$ cat config.mk
export PLATFORM = sky130hd
export DESIGN_NAME = wmw_window_watchdog
export DESIGN_NICKNAME = d
export VERILOG_FILES = /design/src/wmw_window_watchdog.v /design/src/wmw_tick_div.v
export VERILOG_INCLUDE_DIRS = /design/src
export SDC_FILE = /design/constraint.sdc
export NUM_CORES = 1
export LEC_CHECK = 0
export ABC_CLOCK_PERIOD_IN_PS = 3300
export BUFFER_PORTS_ARGS = -buffer_cell sky130_fd_sc_hd__buf_2
export CORE_ASPECT_RATIO = 0.75
export CORE_MARGIN = 8
export CORE_UTILIZATION = 45
export DETAILED_ROUTE_END_ITERATION = 8
export MAX_ROUTING_LAYER = met4
export SETUP_SLACK_MARGIN = 0.5
export SLEW_MARGIN = 40
export SYNTH_ARGS = -nofsm -noshare
export SYNTH_HDL_FRONTEND = slang
export SYNTH_SLANG_ARGS = --single-unit
$ cat constraint.sdc
create_clock -name clk -period 3.3 [get_ports clk]
set_input_delay 0.66 -clock clk [delete_from_list [all_inputs] [get_ports clk]]
set_output_delay 0.66 -clock clk [all_outputs]
set_load 0.02 [all_outputs]
$ cat src/wmw_defs.vh
// register offsets, field positions, reset values and timing counts of the window watchdog
`ifndef WMW_DEFS_VH
`define WMW_DEFS_VH

// apb byte addresses
`define WMW_A_TIMING     8'h00
`define WMW_A_STEP       8'h04
`define WMW_A_SERVICE    8'h08
`define WMW_A_OPTIONS    8'h0c
`define WMW_A_HBCFG      8'h10
`define WMW_A_STAT_A     8'h14
`define WMW_A_STAT_B     8'h18
`define WMW_A_DIAG       8'h1c
`define WMW_A_WEC        8'h20
`define WMW_A_OPSTAT_B   8'h24
`define WMW_A_COMMAND    8'h28
`define WMW_A_HBSAMPLE   8'h2c
`define WMW_A_GROUP_A    8'h30
`define WMW_A_GROUP_B    8'h34

// field positions
`define WMW_F_SVC_LOAD   8
`define WMW_F_OPT_CAN    0
`define WMW_F_OPT_LIN    1
`define WMW_F_OPT_WATCHDOG_RESET_ENABLE  2
`define WMW_F_OPT_QPAT   3
`define WMW_F_OPT_KEEPQ  4
`define WMW_F_CMD_HBS    0

// reset values
`define WMW_TIMING_RST   8'h33
`define WMW_STEP_RST     8'h11
`define WMW_OPT_RST      5'h04
`define WMW_HBP_RST      7'h0a

// counter limits
`define WMW_WEC_MAX      6'h3f
`define WMW_CNT3_MAX     3'h7

// timing
`define WMW_CLK_MHZ      200
`define WMW_CLK_NS       5
`define WMW_TICK_US      100
`define WMW_OPRST_NS     2000
`define WMW_HB_PREDIV    8'h0a

`endif

$ cat src/wmw_window_watchdog.v
// window watchdog: window sequence, error counter, reset and power-down counters, apb registers
//
// What this block does
// - open-window service subtracts step, failure adds step
// - timing config write adds error, restarts sequence
// - six-bit error counter, steps from step register
// - sequence is closed phase then open phase
// - reset, service, timing write or expiry restart
// - sequence loops forever, halts on reset/abnormal
// - timing loadable by register or service data
// - early service or missing service is error
// - early and timeout flags kept, not read-cleared
// - received flag, cleared by read or timeout
// - every check failure reported to total counter
// - heartbeat timer paces pass and total increments
// - counter overflows drive reset, shutoff, pins; only error counter overflow drives power-down
// - two group reads return packed status words
// - sample command captures heartbeat timer and prediv
// - general and per-source watchdog reset cause flags
// - option bits: can, lin, reset enable, question
// - reset counter +1 per overflow, stops full/disabled/during reset pulse
// - error counter overflow advances window power-down count
//
// The address map and register access over APB were chosen for this implementation.
`timescale 1ns/1ps
`include "wmw_defs.vh"

module wmw_window_watchdog #(
    parameter [15:0] TICK_CYCLES = `WMW_TICK_US * `WMW_CLK_MHZ
) (
    input  wire        clk,
    input  wire        reset,
    input  wire        psel,
    input  wire        penable,
    input  wire        pwrite,
    input  wire [7:0]  paddr,
    input  wire [31:0] pwdata,
    output reg  [31:0] prdata,
    output reg         pready,
    output reg         pslverr,
    input  wire        normal_op_in,
    input  wire        functional_error_in,
    input  wire        functional_pass_overflow_in,
    input  wire        total_error_overflow_in,
    output reg  [5:0]  window_error_count,
    output reg         window_error_overflow,
    output reg         check_fail,
    output reg         heartbeat_event,
    output reg         watchdog_reset,
    output reg         safe_state_can_mode,
    output reg         safe_state_lin_mode,
    output reg         question_pattern_select,
    output reg         keep_question_enable,
    input  wire        reset_pin_in,
    output reg         reset_pin_out,
    output reg         reset_pin_oe_n,
    input  wire        monitor_pin_in,
    output reg         monitor_pin_out,
    output reg         monitor_pin_oe_n
);

    localparam [1:0] ST_CLOSED = 2'b01;
    localparam [1:0] ST_OPEN   = 2'b10;
    localparam integer OPRST_I = `WMW_OPRST_NS / `WMW_CLK_NS;
    localparam [8:0] OPRST_CYC = OPRST_I[8:0];

    // address compare used by the write and read-clear decodes
    function hit;
        input [7:0] a;
        input [7:0] off;
        begin
            hit = (a == off);
        end
    endfunction

    // two-stage synchronisers for the asynchronous pin inputs
    wire [2:0] pin_raw = {monitor_pin_in, reset_pin_in, normal_op_in};
    reg  [2:0] sync1_ff;
    reg  [2:0] sync2_ff;
    genvar gi;
    generate
        for (gi = 0; gi < 3; gi = gi + 1) begin : g_sync
            always @(posedge clk) begin
                if (reset) begin
                    sync1_ff[gi] <= 1'b0;
                    sync2_ff[gi] <= 1'b0;
                end else begin
                    sync1_ff[gi] <= pin_raw[gi];
                    sync2_ff[gi] <= sync1_ff[gi];
                end
            end
        end
    endgenerate
    wire normal_op_s = sync2_ff[0];

    // window time base
    wire tick;
    wmw_tick_div #(
        .CYCLES (TICK_CYCLES)
    ) u_tick (
        .clk     (clk),
        .reset   (reset),
        .tick_ff (tick)
    );

    // state registers
    reg  [1:0]  st_ff;
    reg  [3:0]  wcnt_ff;
    reg  [7:0]  timing_ff;
    reg  [7:0]  step_ff;
    reg  [4:0]  opt_ff;
    reg  [6:0]  hbp_ff;
    reg  [5:0]  wec_ff;
    reg         too_early_ff;
    reg         timeout_ff;
    reg         svc_rcvd_ff;
    reg  [7:0]  prediv_ff;
    reg  [6:0]  hbt_ff;
    reg  [6:0]  hbs_timer_ff;
    reg  [7:0]  hbs_prediv_ff;
    reg  [2:0]  reset_count_ff;
    reg  [2:0]  wpd_ff;
    reg         shutoff_ff;
    reg         wdrst_ff;
    reg  [8:0]  wdrst_cnt_ff;
    reg         cause_win_ff;
    reg         cause_fun_ff;
    reg         cause_tec_ff;
    reg         wd_caused_ff;

    // monitoring-module reset: global reset or own watchdog reset pulse
    wire mon_rst = reset | wdrst_ff;
    wire halt    = mon_rst | ~normal_op_s;

    // apb phases: writes and read side effects at the access edge
    wire setup  = psel & ~penable;
    wire acc    = psel & penable & pready;
    wire wr     = acc & pwrite;
    wire rd     = acc & ~pwrite;

    wire wr_timing = wr & hit(paddr, `WMW_A_TIMING);
    wire wr_step   = wr & hit(paddr, `WMW_A_STEP);
    wire wr_svc    = wr & hit(paddr, `WMW_A_SERVICE) & ~halt;
    wire wr_opt    = wr & hit(paddr, `WMW_A_OPTIONS);
    wire wr_hbp    = wr & hit(paddr, `WMW_A_HBCFG) & (pwdata[6:0] != 7'h00);
    wire wr_cmd    = wr & hit(paddr, `WMW_A_COMMAND);
    wire rd_stat_a = rd & (hit(paddr, `WMW_A_STAT_A) | hit(paddr, `WMW_A_GROUP_A)
                         | hit(paddr, `WMW_A_GROUP_B));

    // window phase ends on the tick that reaches the programmed length
    wire [3:0] cur_len   = (st_ff == ST_CLOSED) ? timing_ff[7:4] : timing_ff[3:0];
    wire       phase_end = tick & (wcnt_ff == cur_len);
    wire open_expire = ~halt & (st_ff == ST_OPEN) & phase_end;
    wire svc_early   = wr_svc & (st_ff == ST_CLOSED);
    wire svc_pass    = wr_svc & (st_ff == ST_OPEN);
    wire win_err     = svc_early | open_expire;
    wire restart     = wr_svc | (wr_timing & ~halt) | open_expire;

    // closed then open phase, counted in ticks
    always @(posedge clk) begin
        if (halt | restart) begin
            st_ff   <= ST_CLOSED;
            wcnt_ff <= 4'h0;
        end else if (tick) begin
            if (wcnt_ff == cur_len) begin
                wcnt_ff <= 4'h0;
                case (st_ff)
                    ST_CLOSED: begin
                        st_ff <= ST_OPEN;
                    end
                    ST_OPEN: begin
                        st_ff <= ST_CLOSED;
                    end
                    default: begin
                        st_ff <= ST_CLOSED;
                    end
                endcase
            end else begin
                wcnt_ff <= wcnt_ff + 4'h1;
            end
        end
    end

    // window timing from register write or service command payload
    always @(posedge clk) begin
        if (mon_rst) begin
            timing_ff <= `WMW_TIMING_RST;
        end else if (wr_timing) begin
            timing_ff <= pwdata[7:0];
        end else if (wr_svc & pwdata[`WMW_F_SVC_LOAD]) begin
            timing_ff <= pwdata[7:0];
        end
    end

    // plain configuration registers
    always @(posedge clk) begin
        if (reset) begin
            step_ff <= `WMW_STEP_RST;
            opt_ff  <= `WMW_OPT_RST;
        end else begin
            if (wr_step) begin
                step_ff <= pwdata[7:0];
            end
            if (wr_opt) begin
                opt_ff <= pwdata[4:0];
            end
        end
    end

    // error counter next value, saturating, with overflow detect
    wire       wec_up  = win_err | (wr_timing & ~halt);
    wire [6:0] wec_sum = {1'b0, wec_ff} + {3'b000, step_ff[3:0]};
    wire       wec_ovf = wec_up & (wec_sum > {1'b0, `WMW_WEC_MAX});
    reg  [5:0] nxt_wec;
    always @* begin
        nxt_wec = wec_ff;
        if (wec_up) begin
            nxt_wec = wec_ovf ? `WMW_WEC_MAX : wec_sum[5:0];
        end else if (svc_pass) begin
            if (wec_ff > {2'b00, step_ff[7:4]}) begin
                nxt_wec = wec_ff - {2'b00, step_ff[7:4]};
            end else begin
                nxt_wec = 6'h00;
            end
        end
    end

    always @(posedge clk) begin
        if (mon_rst) begin
            wec_ff <= 6'h00;
        end else begin
            wec_ff <= nxt_wec;
        end
    end

    // diagnosis of the last sequence and service-received status
    always @(posedge clk) begin
        if (reset) begin
            too_early_ff <= 1'b0;
            timeout_ff   <= 1'b0;
            svc_rcvd_ff  <= 1'b0;
        end else begin
            if (wr_svc | open_expire) begin
                too_early_ff <= svc_early;
                timeout_ff   <= open_expire;
            end
            if (wr_svc) begin
                svc_rcvd_ff <= 1'b1;
            end else if (rd_stat_a | open_expire) begin
                svc_rcvd_ff <= 1'b0;
            end
        end
    end

    // heartbeat prescaler and period timer with sample capture
    wire       pre_wrap = tick & (prediv_ff == `WMW_HB_PREDIV - 8'h01);
    wire [6:0] hbt_inc  = hbt_ff + 7'h01;
    wire       hb_early = wr_hbp & (pwdata[6:0] <= hbt_ff);
    wire       hb_fire  = ~halt & (hb_early | (pre_wrap & (hbt_inc >= hbp_ff)));
    always @(posedge clk) begin
        if (mon_rst) begin
            prediv_ff <= 8'h00;
            hbt_ff    <= 7'h00;
            hbp_ff    <= `WMW_HBP_RST;
        end else begin
            if (wr_hbp) begin
                hbp_ff <= pwdata[6:0];
            end
            if (tick) begin
                prediv_ff <= pre_wrap ? 8'h00 : prediv_ff + 8'h01;
            end
            if (hb_fire) begin
                hbt_ff <= 7'h00;
            end else if (pre_wrap) begin
                hbt_ff <= hbt_inc;
            end
        end
    end

    always @(posedge clk) begin
        if (reset) begin
            hbs_timer_ff  <= 7'h00;
            hbs_prediv_ff <= 8'h00;
        end else if (wr_cmd & pwdata[`WMW_F_CMD_HBS]) begin
            hbs_timer_ff  <= hbt_ff;
            hbs_prediv_ff <= prediv_ff;
        end
    end

    // reset counter, power-down counter, shutoff start and reset pulse
    wire ovf_any  = wec_ovf | functional_pass_overflow_in | total_error_overflow_in;
    wire reset_count_adv = ovf_any & opt_ff[`WMW_F_OPT_WATCHDOG_RESET_ENABLE] & (reset_count_ff != `WMW_CNT3_MAX)
                    & ~wdrst_ff;
    always @(posedge clk) begin
        if (reset) begin
            reset_count_ff      <= 3'h0;
            wpd_ff       <= 3'h0;
            shutoff_ff   <= 1'b0;
            wdrst_ff     <= 1'b0;
            wdrst_cnt_ff <= 9'h000;
            cause_win_ff <= 1'b0;
            cause_fun_ff <= 1'b0;
            cause_tec_ff <= 1'b0;
            wd_caused_ff <= 1'b0;
        end else begin
            if (reset_count_adv) begin
                reset_count_ff      <= reset_count_ff + 3'h1;
                wdrst_ff     <= 1'b1;
                wdrst_cnt_ff <= OPRST_CYC - 9'h001;
                wd_caused_ff <= 1'b1;
                cause_win_ff <= cause_win_ff | wec_ovf;
                cause_fun_ff <= cause_fun_ff | functional_pass_overflow_in;
                cause_tec_ff <= cause_tec_ff | total_error_overflow_in;
                if (reset_count_ff == `WMW_CNT3_MAX - 3'h1) begin
                    shutoff_ff <= 1'b1;
                end
            end else if (wdrst_ff) begin
                if (wdrst_cnt_ff == 9'h000) begin
                    wdrst_ff <= 1'b0;
                end else begin
                    wdrst_cnt_ff <= wdrst_cnt_ff - 9'h001;
                end
            end
            if (wec_ovf & (wpd_ff != `WMW_CNT3_MAX)) begin
                wpd_ff <= wpd_ff + 3'h1;
            end
        end
    end

    // registered outputs toward neighbour units and pins
    always @(posedge clk) begin
        if (reset) begin
            window_error_count      <= 6'h00;
            window_error_overflow   <= 1'b0;
            check_fail              <= 1'b0;
            heartbeat_event         <= 1'b0;
            watchdog_reset          <= 1'b0;
            safe_state_can_mode     <= 1'b0;
            safe_state_lin_mode     <= 1'b0;
            question_pattern_select <= 1'b0;
            keep_question_enable    <= 1'b0;
            reset_pin_out           <= 1'b0;
            reset_pin_oe_n          <= 1'b1;
            monitor_pin_out         <= 1'b0;
            monitor_pin_oe_n        <= 1'b1;
        end else begin
            window_error_count      <= mon_rst ? 6'h00 : nxt_wec;
            window_error_overflow   <= wec_ovf;
            check_fail              <= win_err | functional_error_in;
            heartbeat_event         <= hb_fire;
            watchdog_reset          <= reset_count_adv | (wdrst_ff & (wdrst_cnt_ff != 9'h000));
            safe_state_can_mode     <= opt_ff[`WMW_F_OPT_CAN];
            safe_state_lin_mode     <= opt_ff[`WMW_F_OPT_LIN];
            question_pattern_select <= opt_ff[`WMW_F_OPT_QPAT];
            keep_question_enable    <= opt_ff[`WMW_F_OPT_KEEPQ];
            reset_pin_out           <= 1'b0;
            reset_pin_oe_n          <= ~(reset_count_adv | (wdrst_ff & (wdrst_cnt_ff != 9'h000)));
            monitor_pin_out         <= 1'b0;
            monitor_pin_oe_n        <= ~(reset_count_adv | shutoff_ff
                                         | (wdrst_ff & (wdrst_cnt_ff != 9'h000)));
        end
    end

    // packed status words
    wire [7:0] stat_a = {svc_rcvd_ff, shutoff_ff, wpd_ff, reset_count_ff};
    wire [7:0] stat_b = {5'h00, wdrst_ff, sync2_ff[2], sync2_ff[1]};
    wire [7:0] diag   = {3'h0, cause_tec_ff, cause_fun_ff, cause_win_ff, timeout_ff,
                         too_early_ff};

    // read mux and decode
    reg [31:0] rmux;
    reg        rmiss;
    always @* begin
        rmux  = 32'h00000000;
        rmiss = 1'b0;
        case (paddr)
            `WMW_A_TIMING:   rmux = {24'h000000, timing_ff};
            `WMW_A_STEP:     rmux = {24'h000000, step_ff};
            `WMW_A_SERVICE:  rmux = 32'h00000000;
            `WMW_A_OPTIONS:  rmux = {27'h0000000, opt_ff};
            `WMW_A_HBCFG:    rmux = {25'h0000000, hbp_ff};
            `WMW_A_STAT_A:   rmux = {24'h000000, stat_a};
            `WMW_A_STAT_B:   rmux = {24'h000000, stat_b};
            `WMW_A_DIAG:     rmux = {24'h000000, diag};
            `WMW_A_WEC:      rmux = {26'h0000000, wec_ff};
            `WMW_A_OPSTAT_B: rmux = {31'h00000000, wd_caused_ff};
            `WMW_A_COMMAND:  rmux = 32'h00000000;
            `WMW_A_HBSAMPLE: rmux = {16'h0000, hbs_prediv_ff, 1'b0, hbs_timer_ff};
            `WMW_A_GROUP_A:  rmux = {timing_ff, 2'b00, wec_ff, diag, stat_a};
            `WMW_A_GROUP_B:  rmux = {prediv_ff, 1'b0, hbt_ff, stat_b, stat_a};
            default:         rmiss = 1'b1;
        endcase
    end

    // apb slave: answer prepared in setup, one access cycle
    always @(posedge clk) begin
        if (reset) begin
            prdata  <= 32'h00000000;
            pready  <= 1'b0;
            pslverr <= 1'b0;
        end else begin
            pready  <= setup;
            pslverr <= setup & rmiss;
            if (setup & ~pwrite) begin
                prdata <= rmiss ? 32'h00000000 : rmux;
            end
        end
    end

endmodule // wmw_window_watchdog

$ cat src/wmw_tick_div.v
// prescaler giving the one-cycle window tick enable
`timescale 1ns/1ps

module wmw_tick_div #(
    parameter [15:0] CYCLES = 16'h4e20
) (
    input  wire clk,
    input  wire reset,
    output reg  tick_ff
);

    localparam [15:0] LAST = CYCLES - 16'h0001;

    reg  [15:0] cnt_ff;
    wire        wrap = (cnt_ff == LAST);

    // free running count, pulse on wrap
    always @(posedge clk) begin
        if (reset) begin
            cnt_ff  <= 16'h0000;
            tick_ff <= 1'b0;
        end else begin
            cnt_ff  <= wrap ? 16'h0000 : cnt_ff + 16'h0001;
            tick_ff <= wrap;
        end
    end

endmodule // wmw_tick_div

Yosys cells after proc, flatten, opt, wreduce, memory -nomap -nowiden
Index checks and enable logic that the tools add are counted.
Cells by class
  shift-type cells: 0
  order comparisons: 4
  add/subtract/negate cells: 9
  div/mod/pow operators: 0
  equality and inequality tests: 22
  bitwise logic cells: 63
  reduce and logical (&&, ||, !) cells: 15
  multiplexer cells: 22
  $mul: 0
Operators by type and width (count)
  $pmux W32 S12: 1
  $eq A8 B6 Y1 const B: 6
  $and A1 B1 Y1: 34
  $eq A8 B5 Y1 const B: 4
  $mux W32: 1
  $mux W6: 5
  $mux W9: 3
  $eq A8 B4 Y1 const B: 3
  $mux W8: 3
  $or A1 B1 Y1: 21
  $add A16 B1 Y16 const B: 1
  $eq A16 B15 Y1 const B: 1
  $reduce_or A14 Y1: 1
  $logic_not A9 Y1: 1
  $reduce_bool A9 Y1: 1
  $sub A9 B1 Y9 const B: 1
  $add A8 B1 Y8 const B: 1
  $eq A8 B3 Y1 const B: 1
  $logic_not A8 Y1: 1
  $mux W4: 2
  $not A1 Y1: 8
  $reduce_and A2 Y1: 4
  $add A6 B4 Y7: 1
  $add A7 B1 Y7 const B: 1
  18 further kinds: 29
Word-level totals
  memory bits (writable): 0
  output and inout bits: 52
  flip-flop bits (word level): 167
  bits of input ports: 51
  bits in read-only memories: 0
  bits in latches: 0
  memories: 0
  logic and storage cells: 181

Logic depth before layout (Yosys ltp)
  depth in word-level cells: 17
  depth in mapped cells: 12

Cells and area by module
A second synthesis with hierarchy kept.
Second synthesis, totals
  cells, all modules: 905
  area total of the unflattened synthesis: 7928.9 um^2
By module, submodules not included
  wmw_window_watchdog: cells an instance 825, times used 1, area an instance 7196.9 um^2
  wmw_tick_div: cells an instance 80, times used 1, area an instance 732.0 um^2

Least setup slack after synthesis
No wires, ideal clock.
  path type: input-to-reg
  start point: input paddr[5]
  end point: register reset_count_ff[0]
  setup time: 121 ps
  slack: 616 ps
  data required time: 3179 ps
  arrival: 2563 ps
  stages: 9
  buffers on the path: 2
  cell sequence: buf_2 -> or4_1 -> clkbuf_1 -> nor2_2 -> and2_1 -> a41o_1 -> and2_4 -> o31a_2 -> mux2_2
On the way
  cells in the longest elaborated chain, start to end: 12
  elaborated cells between the ends (all ways): 15
  classes of those cells: eq/ne (1); bitwise (13); reduce/logical (1)
Ends and longest elaborated chain
  start, declared: line wmw_window_watchdog.v:36  | input wire [7:0] paddr,
  $eq A8 B4 Y1: line wmw_window_watchdog.v:72  | hit = (a == off);
  $and A1 B1 Y1 (2 in a row): line wmw_window_watchdog.v:143  | wire wr_svc = wr & hit(paddr, `WMW_A_SERVICE) & ~halt;
  $and A1 B1 Y1: line wmw_window_watchdog.v:154  | wire svc_early = wr_svc & (st_ff == ST_CLOSED);
  $or A1 B1 Y1: line wmw_window_watchdog.v:156  | wire win_err = svc_early | open_expire;
  $or A1 B1 Y1 *: line wmw_window_watchdog.v:211  | wire wec_up = win_err | (wr_timing & ~halt);
  $and A1 B1 Y1 *: line wmw_window_watchdog.v:213  | wire wec_ovf = wec_up & (wec_sum > {1'b0, `WMW_WEC_MAX});
  $or A1 B1 Y1 * (2 in a row): line wmw_window_watchdog.v:291  | wire ovf_any = wec_ovf | functional_pass_overflow_in | total_error_overflow_in;
  $and A1 B1 Y1 * (3 in a row): line wmw_window_watchdog.v:292  | wire reset_count_adv = ovf_any & opt_ff[`WMW_F_OPT_WATCHDOG_RESET_ENABLE] & (reset_count_ff != `WMW_CNT3_MAX)
  end signal, assigned: line wmw_window_watchdog.v:307  | reset_count_ff <= reset_count_ff + 3'h1;
  end, declared: line wmw_window_watchdog.v:121  | reg [2:0] reset_count_ff;
Every way passes the cells marked *; elsewhere a longest branch is shown, timed or not.
A chain may end at the register's enable or synchronous reset.

Final worst setup path
  start point: register st_ff[0]
  end point: register reset_count_ff[0]
On the way
  cells in the longest elaborated chain, start to end: 13
  elaborated cells between the ends (all ways): 16
  classes of those cells: eq/ne (3); mux (1); bitwise (12)
Ends and longest elaborated chain
  start, declared: line wmw_window_watchdog.v:107  | reg [1:0] st_ff;
  start signal, assigned: line wmw_window_watchdog.v:162  | st_ff <= ST_CLOSED;
  start signal, assigned: line wmw_window_watchdog.v:169  | st_ff <= ST_OPEN;
  start signal, assigned: line wmw_window_watchdog.v:172  | st_ff <= ST_CLOSED;
  $eq A2 B1 Y1: line wmw_window_watchdog.v:151, wmw_window_watchdog.v:154
  $mux W4: line wmw_window_watchdog.v:151  | wire [3:0] cur_len = (st_ff == ST_CLOSED) ? timing_ff[7:4] : timing_ff[3:0];
  $eq A4 B4 Y1: line wmw_window_watchdog.v:152  | wire phase_end = tick & (wcnt_ff == cur_len);
  $and A1 B1 Y1: line wmw_window_watchdog.v:152
  $and A1 B1 Y1: line wmw_window_watchdog.v:153  | wire open_expire = ~halt & (st_ff == ST_OPEN) & phase_end;
  $or A1 B1 Y1 *: line wmw_window_watchdog.v:156
  $or A1 B1 Y1 *: line wmw_window_watchdog.v:211
  $and A1 B1 Y1 *: line wmw_window_watchdog.v:213
  $or A1 B1 Y1 * (2 in a row): line wmw_window_watchdog.v:291
  $and A1 B1 Y1 * (3 in a row): line wmw_window_watchdog.v:292
Marks and branches as above.

==> impl_metrics.csv <==
group,metric,value,unit
outcome,status,"finished clean",
sta,worst_hold_slack,0.430,ns
detailed_routing,top_layer,"met4",
detailed_routing,route.met3.wl,1610,um
floorplanning,io_pins,103,
synthesis,syn_area,0.00793,sq mm
floorplanning,die-area,0.0222,sq mm
sta,hold_violations,0,
sta,setup_violations,0,
detailed_routing,drtIter0Drc,579,
detailed_routing,wirelength,23400,um
floorplanning,die_h,131,um
synthesis,synth_edf_count,0,
detailed_routing,drc,0,
grt,grt_pass1_wl,36100,um
synthesis,async_flop_share,0,
grt,grt_max_degree,88,
detailed_routing,vias,6851,
synthesis,ys_seq_area_frac,0.417,
power_and_ir_drop,irDropWorstVdd,0.283,mV
sta,setup-tns-final,0,ns
detailed_routing,final_antenna_net_count,0,
grt,grt_util_all_layers,0.219,
synthesis,synth_common_cells,"165 x dfxtp_1, 119 x nor2_1, 107 x nand2_1, 65 x a21oi_1, 34 x inv_1",
detailed_routing,wl_met1,11600,um
finish,multi_input_area,0.00432,sq mm
worst_setup_path,path_cells,"nor2b_4 -> mux2_2 -> a32oi_2 -> a41o_1 -> and2_4 -> o31a_2 -> mux2_2",
grt,grt_pass1_vias,6418,
clock_tree,hold_buffers,0,
finish,final_area,0.00922,sq mm
finish,regArea,0.00331,sq mm
worst_setup_path,crit_buf_inv,0,
synthesis,ys.flop_type,"dfxtp_1",
worst_setup_path,regToRegSetupSlack,0.67,ns
synthesis,yosysMostFrequentCell,"dfxtp_1",
sta,worst_slew_pin_slew,0.801,ns
finish,layout.nets,1075,
power_and_ir_drop,p_per_area,464,mW/mm^2
detailed_routing,drt_pre_antenna_iters,5,
worst_setup_path,slowest_delay,0.44,ns
synthesis,yosys_warnings,0,
clock_tree,clockBufferDepth,2,
worst_setup_path,cp_top_family,"compound AO/OA/AOI/OAI gates",
sta,fmax,381,MHz
worst_setup_path,path_max_fanout,9,
min_path,worst_hold_path_type,"input pin to flop",
run,maxCapViolCount,0,
placed_design,place_ws,0.390,ns
worst_setup_path,start_kind,"flop",
clock_tree,clkLatencyLatePin,0.44,ns
worst_setup_path,critical_path_class,"flop to flop",
worst_setup_path,crit_top_cell,"mux2_2",
sta,fin_crit,2.63,ns
worst_setup_path,cp.arrival,2.95,ns
clock_tree,h-tree-depth,4,
clock_tree,cts-buffers-inserted,17,
grt,antenna_found_initial,2,
placed_design,dp_hpwl,17100,um
grt,grt-ovfl-total,0,
finish,drive_gt1_frac,0.180,
placed_design,placed_cell_area,0.00859,sq mm
worst_setup_path,reg2reg_depth,7,
clock_tree,cts_setup_buffers,0,
sta,rsz0062_at_grt,"no",
worst_setup_path,slowest_stage,"dfxtp_1",
finish,fillerInstances,1706,
min_path,hold_depth,2,
synthesis,synth.top_cell.area_share,0.417,
detailed_routing,wire_per_inst,18.8,um
floorplanning,die_width,169,um
placed_design,port_buffers,76,
worst_setup_path,r2r-start,"st_ff[0]",
placed_design,place_congestion,0.980,
floorplanning,num_rows,42,
clock_tree,cts_tree,"built",
sta,fin_crit_sh,0.796,
clock_tree,cts-root-buf,"clkbuf_16",
worst_setup_path,cp_data_required_time,3.62,ns
clock_tree,path_clk_slew,0.07,ns
worst_setup_path,worstSetupEndpointType,"flop",
sta,skew,0.0139,ns
clock_tree,cts.sink_count,165,
detailed_routing,vias_per_cell,5.50,
floorplanning,start_util,0.454,
sta,slew_violations,0,
worst_setup_path,worstReg2RegEnd,"reset_count_ff[0]",
min_path,holdPathEnd,"sync1_ff[1]",
synthesis,synth_area_leader_cell,"dfxtp_1",
finish,areaGrowthSynthToFinish,16.4,%
synthesis,synth.avg_cell_area,8.67,sq um
synthesis,ys_ff_latch,165,
synthesis,synth_area_leaders,"dfxtp_1 42%, nor2_1 5.6%, ha_1 5.2%",
detailed_routing,wl_met2,9730,um
sta,fin_ws,0.673,ns
min_path,hp-start,"reset_pin_in",
synthesis,yosysUniqueCellTypes,73,
sta,relSlewSlack,0.465,
power_and_ir_drop,leakagePower,3.68,nW
floorplanning,core,0.0174,sq mm
synthesis,syn-instance-count,914,
==> where the power goes <==
part           internal [mW]  total (mW)  leakage [nW]  switching [mW]
combinational         0.0927       0.269          2.07           0.176
clock                   1.01        1.97         0.278           0.958
sequential              2.02        2.05          1.34          0.0270
total                   3.12        4.28          3.68            1.16
==> cell families after synthesis <==
kind of cell / count (synthesis) / share of synthesized area
simple gates: 363 / 0.218
compound gates: 173 / 0.145
flops: 165 / 0.417
buf+inv: 80 / 0.0422
mux: 50 / 0.0682
xor+xnor: 47 / 0.0519
fa+ha+maj: 35 / 0.0572
other cells: 1 / 0.000473
==> per-stage QoR <==
step	cells	total power, mW	util
after floorplan	916	2.26	-
after detailed placement	1212	2.35	0.493
after global placement	1212	2.35	0.492
final	1246	4.28	0.529
after global routing	1246	4.43	0.529
after CTS	1244	4.30	0.527
==> registers in the layout, summed over array words and instances (netlist names), 2 cells and up <==
register	flops
wpd_ff	3
stat_b	2
opt_ff	5
hbs_timer_ff	7
hbt_ff	7
reset_count_ff	3
wcnt_ff	4
sync1_ff	3
prdata	31
u_tick.cnt_ff	16
timing_ff	8
prediv_ff	8
hbp_ff	7
wec_ff	6
wdrst_cnt_ff	9
st_ff	2
window_error_count	6
hbs_prediv_ff	8
step_ff	8
==> per-layer routing <==
layer,vias to the layer above,track usage
met2,244,0.309
met4,0,0.0752
met5,-,-
met1,3226,0.305
met3,31,0.0453
li1,3350,-
==> what timing repair did <==
item                                    4_1_cts  5_1_grt
resized for setup                             1        7
endpoints found under the setup margin        5        8
pin swaps                                     0        0
==> cell usage in the layout (no fill, tap or decap), drive strengths merged, types with 23 or more instances in the layout <==
| cell type | count |
|---|---|
| xor2 | 24 |
| inv | 39 |
| nor2 | 121 |
| dfxtp | 165 |
| nand3 | 24 |
| buf | 100 |
| xnor2 | 23 |
| o21ai | 23 |
| nand2 | 107 |
| a22oi | 26 |
| a21oi | 65 |
| ha | 33 |
| mux2i | 27 |
==> how the worst max path moves through the flow <==
stage	cells past startpoint	end	slack [ns]	startpoint
after detailed placement	7	wpd_ff[2]	0.39	reset
after floorplan	9	reset_count_ff[0]	0.62	paddr[5]
after CTS	12	hbt_ff[4]	0.52	hbt_ff[0]
final	7	reset_count_ff[0]	0.67	st_ff[0]
after global routing	12	hbt_ff[5]	0.52	hbt_ff[1]
after global placement	7	wpd_ff[2]	0.39	reset
==> final cells by class <==
| class | instances | area share |
|---|---|---|
| Antenna cell | 2 | 0.000543 |
| Clock buffer | 17 | 0.0461 |
| Clock inverter | 15 | 0.0180 |
| Inverter | 34 | 0.0138 |
| Multi-Input combinational cell | 671 | 0.468 |
| Sequential cell | 165 | 0.359 |
| Tap cell | 242 | 0.0328 |
| Timing Repair Buffer | 100 | 0.0615 |
Note: power is estimated with default switching activity, not from simulation.
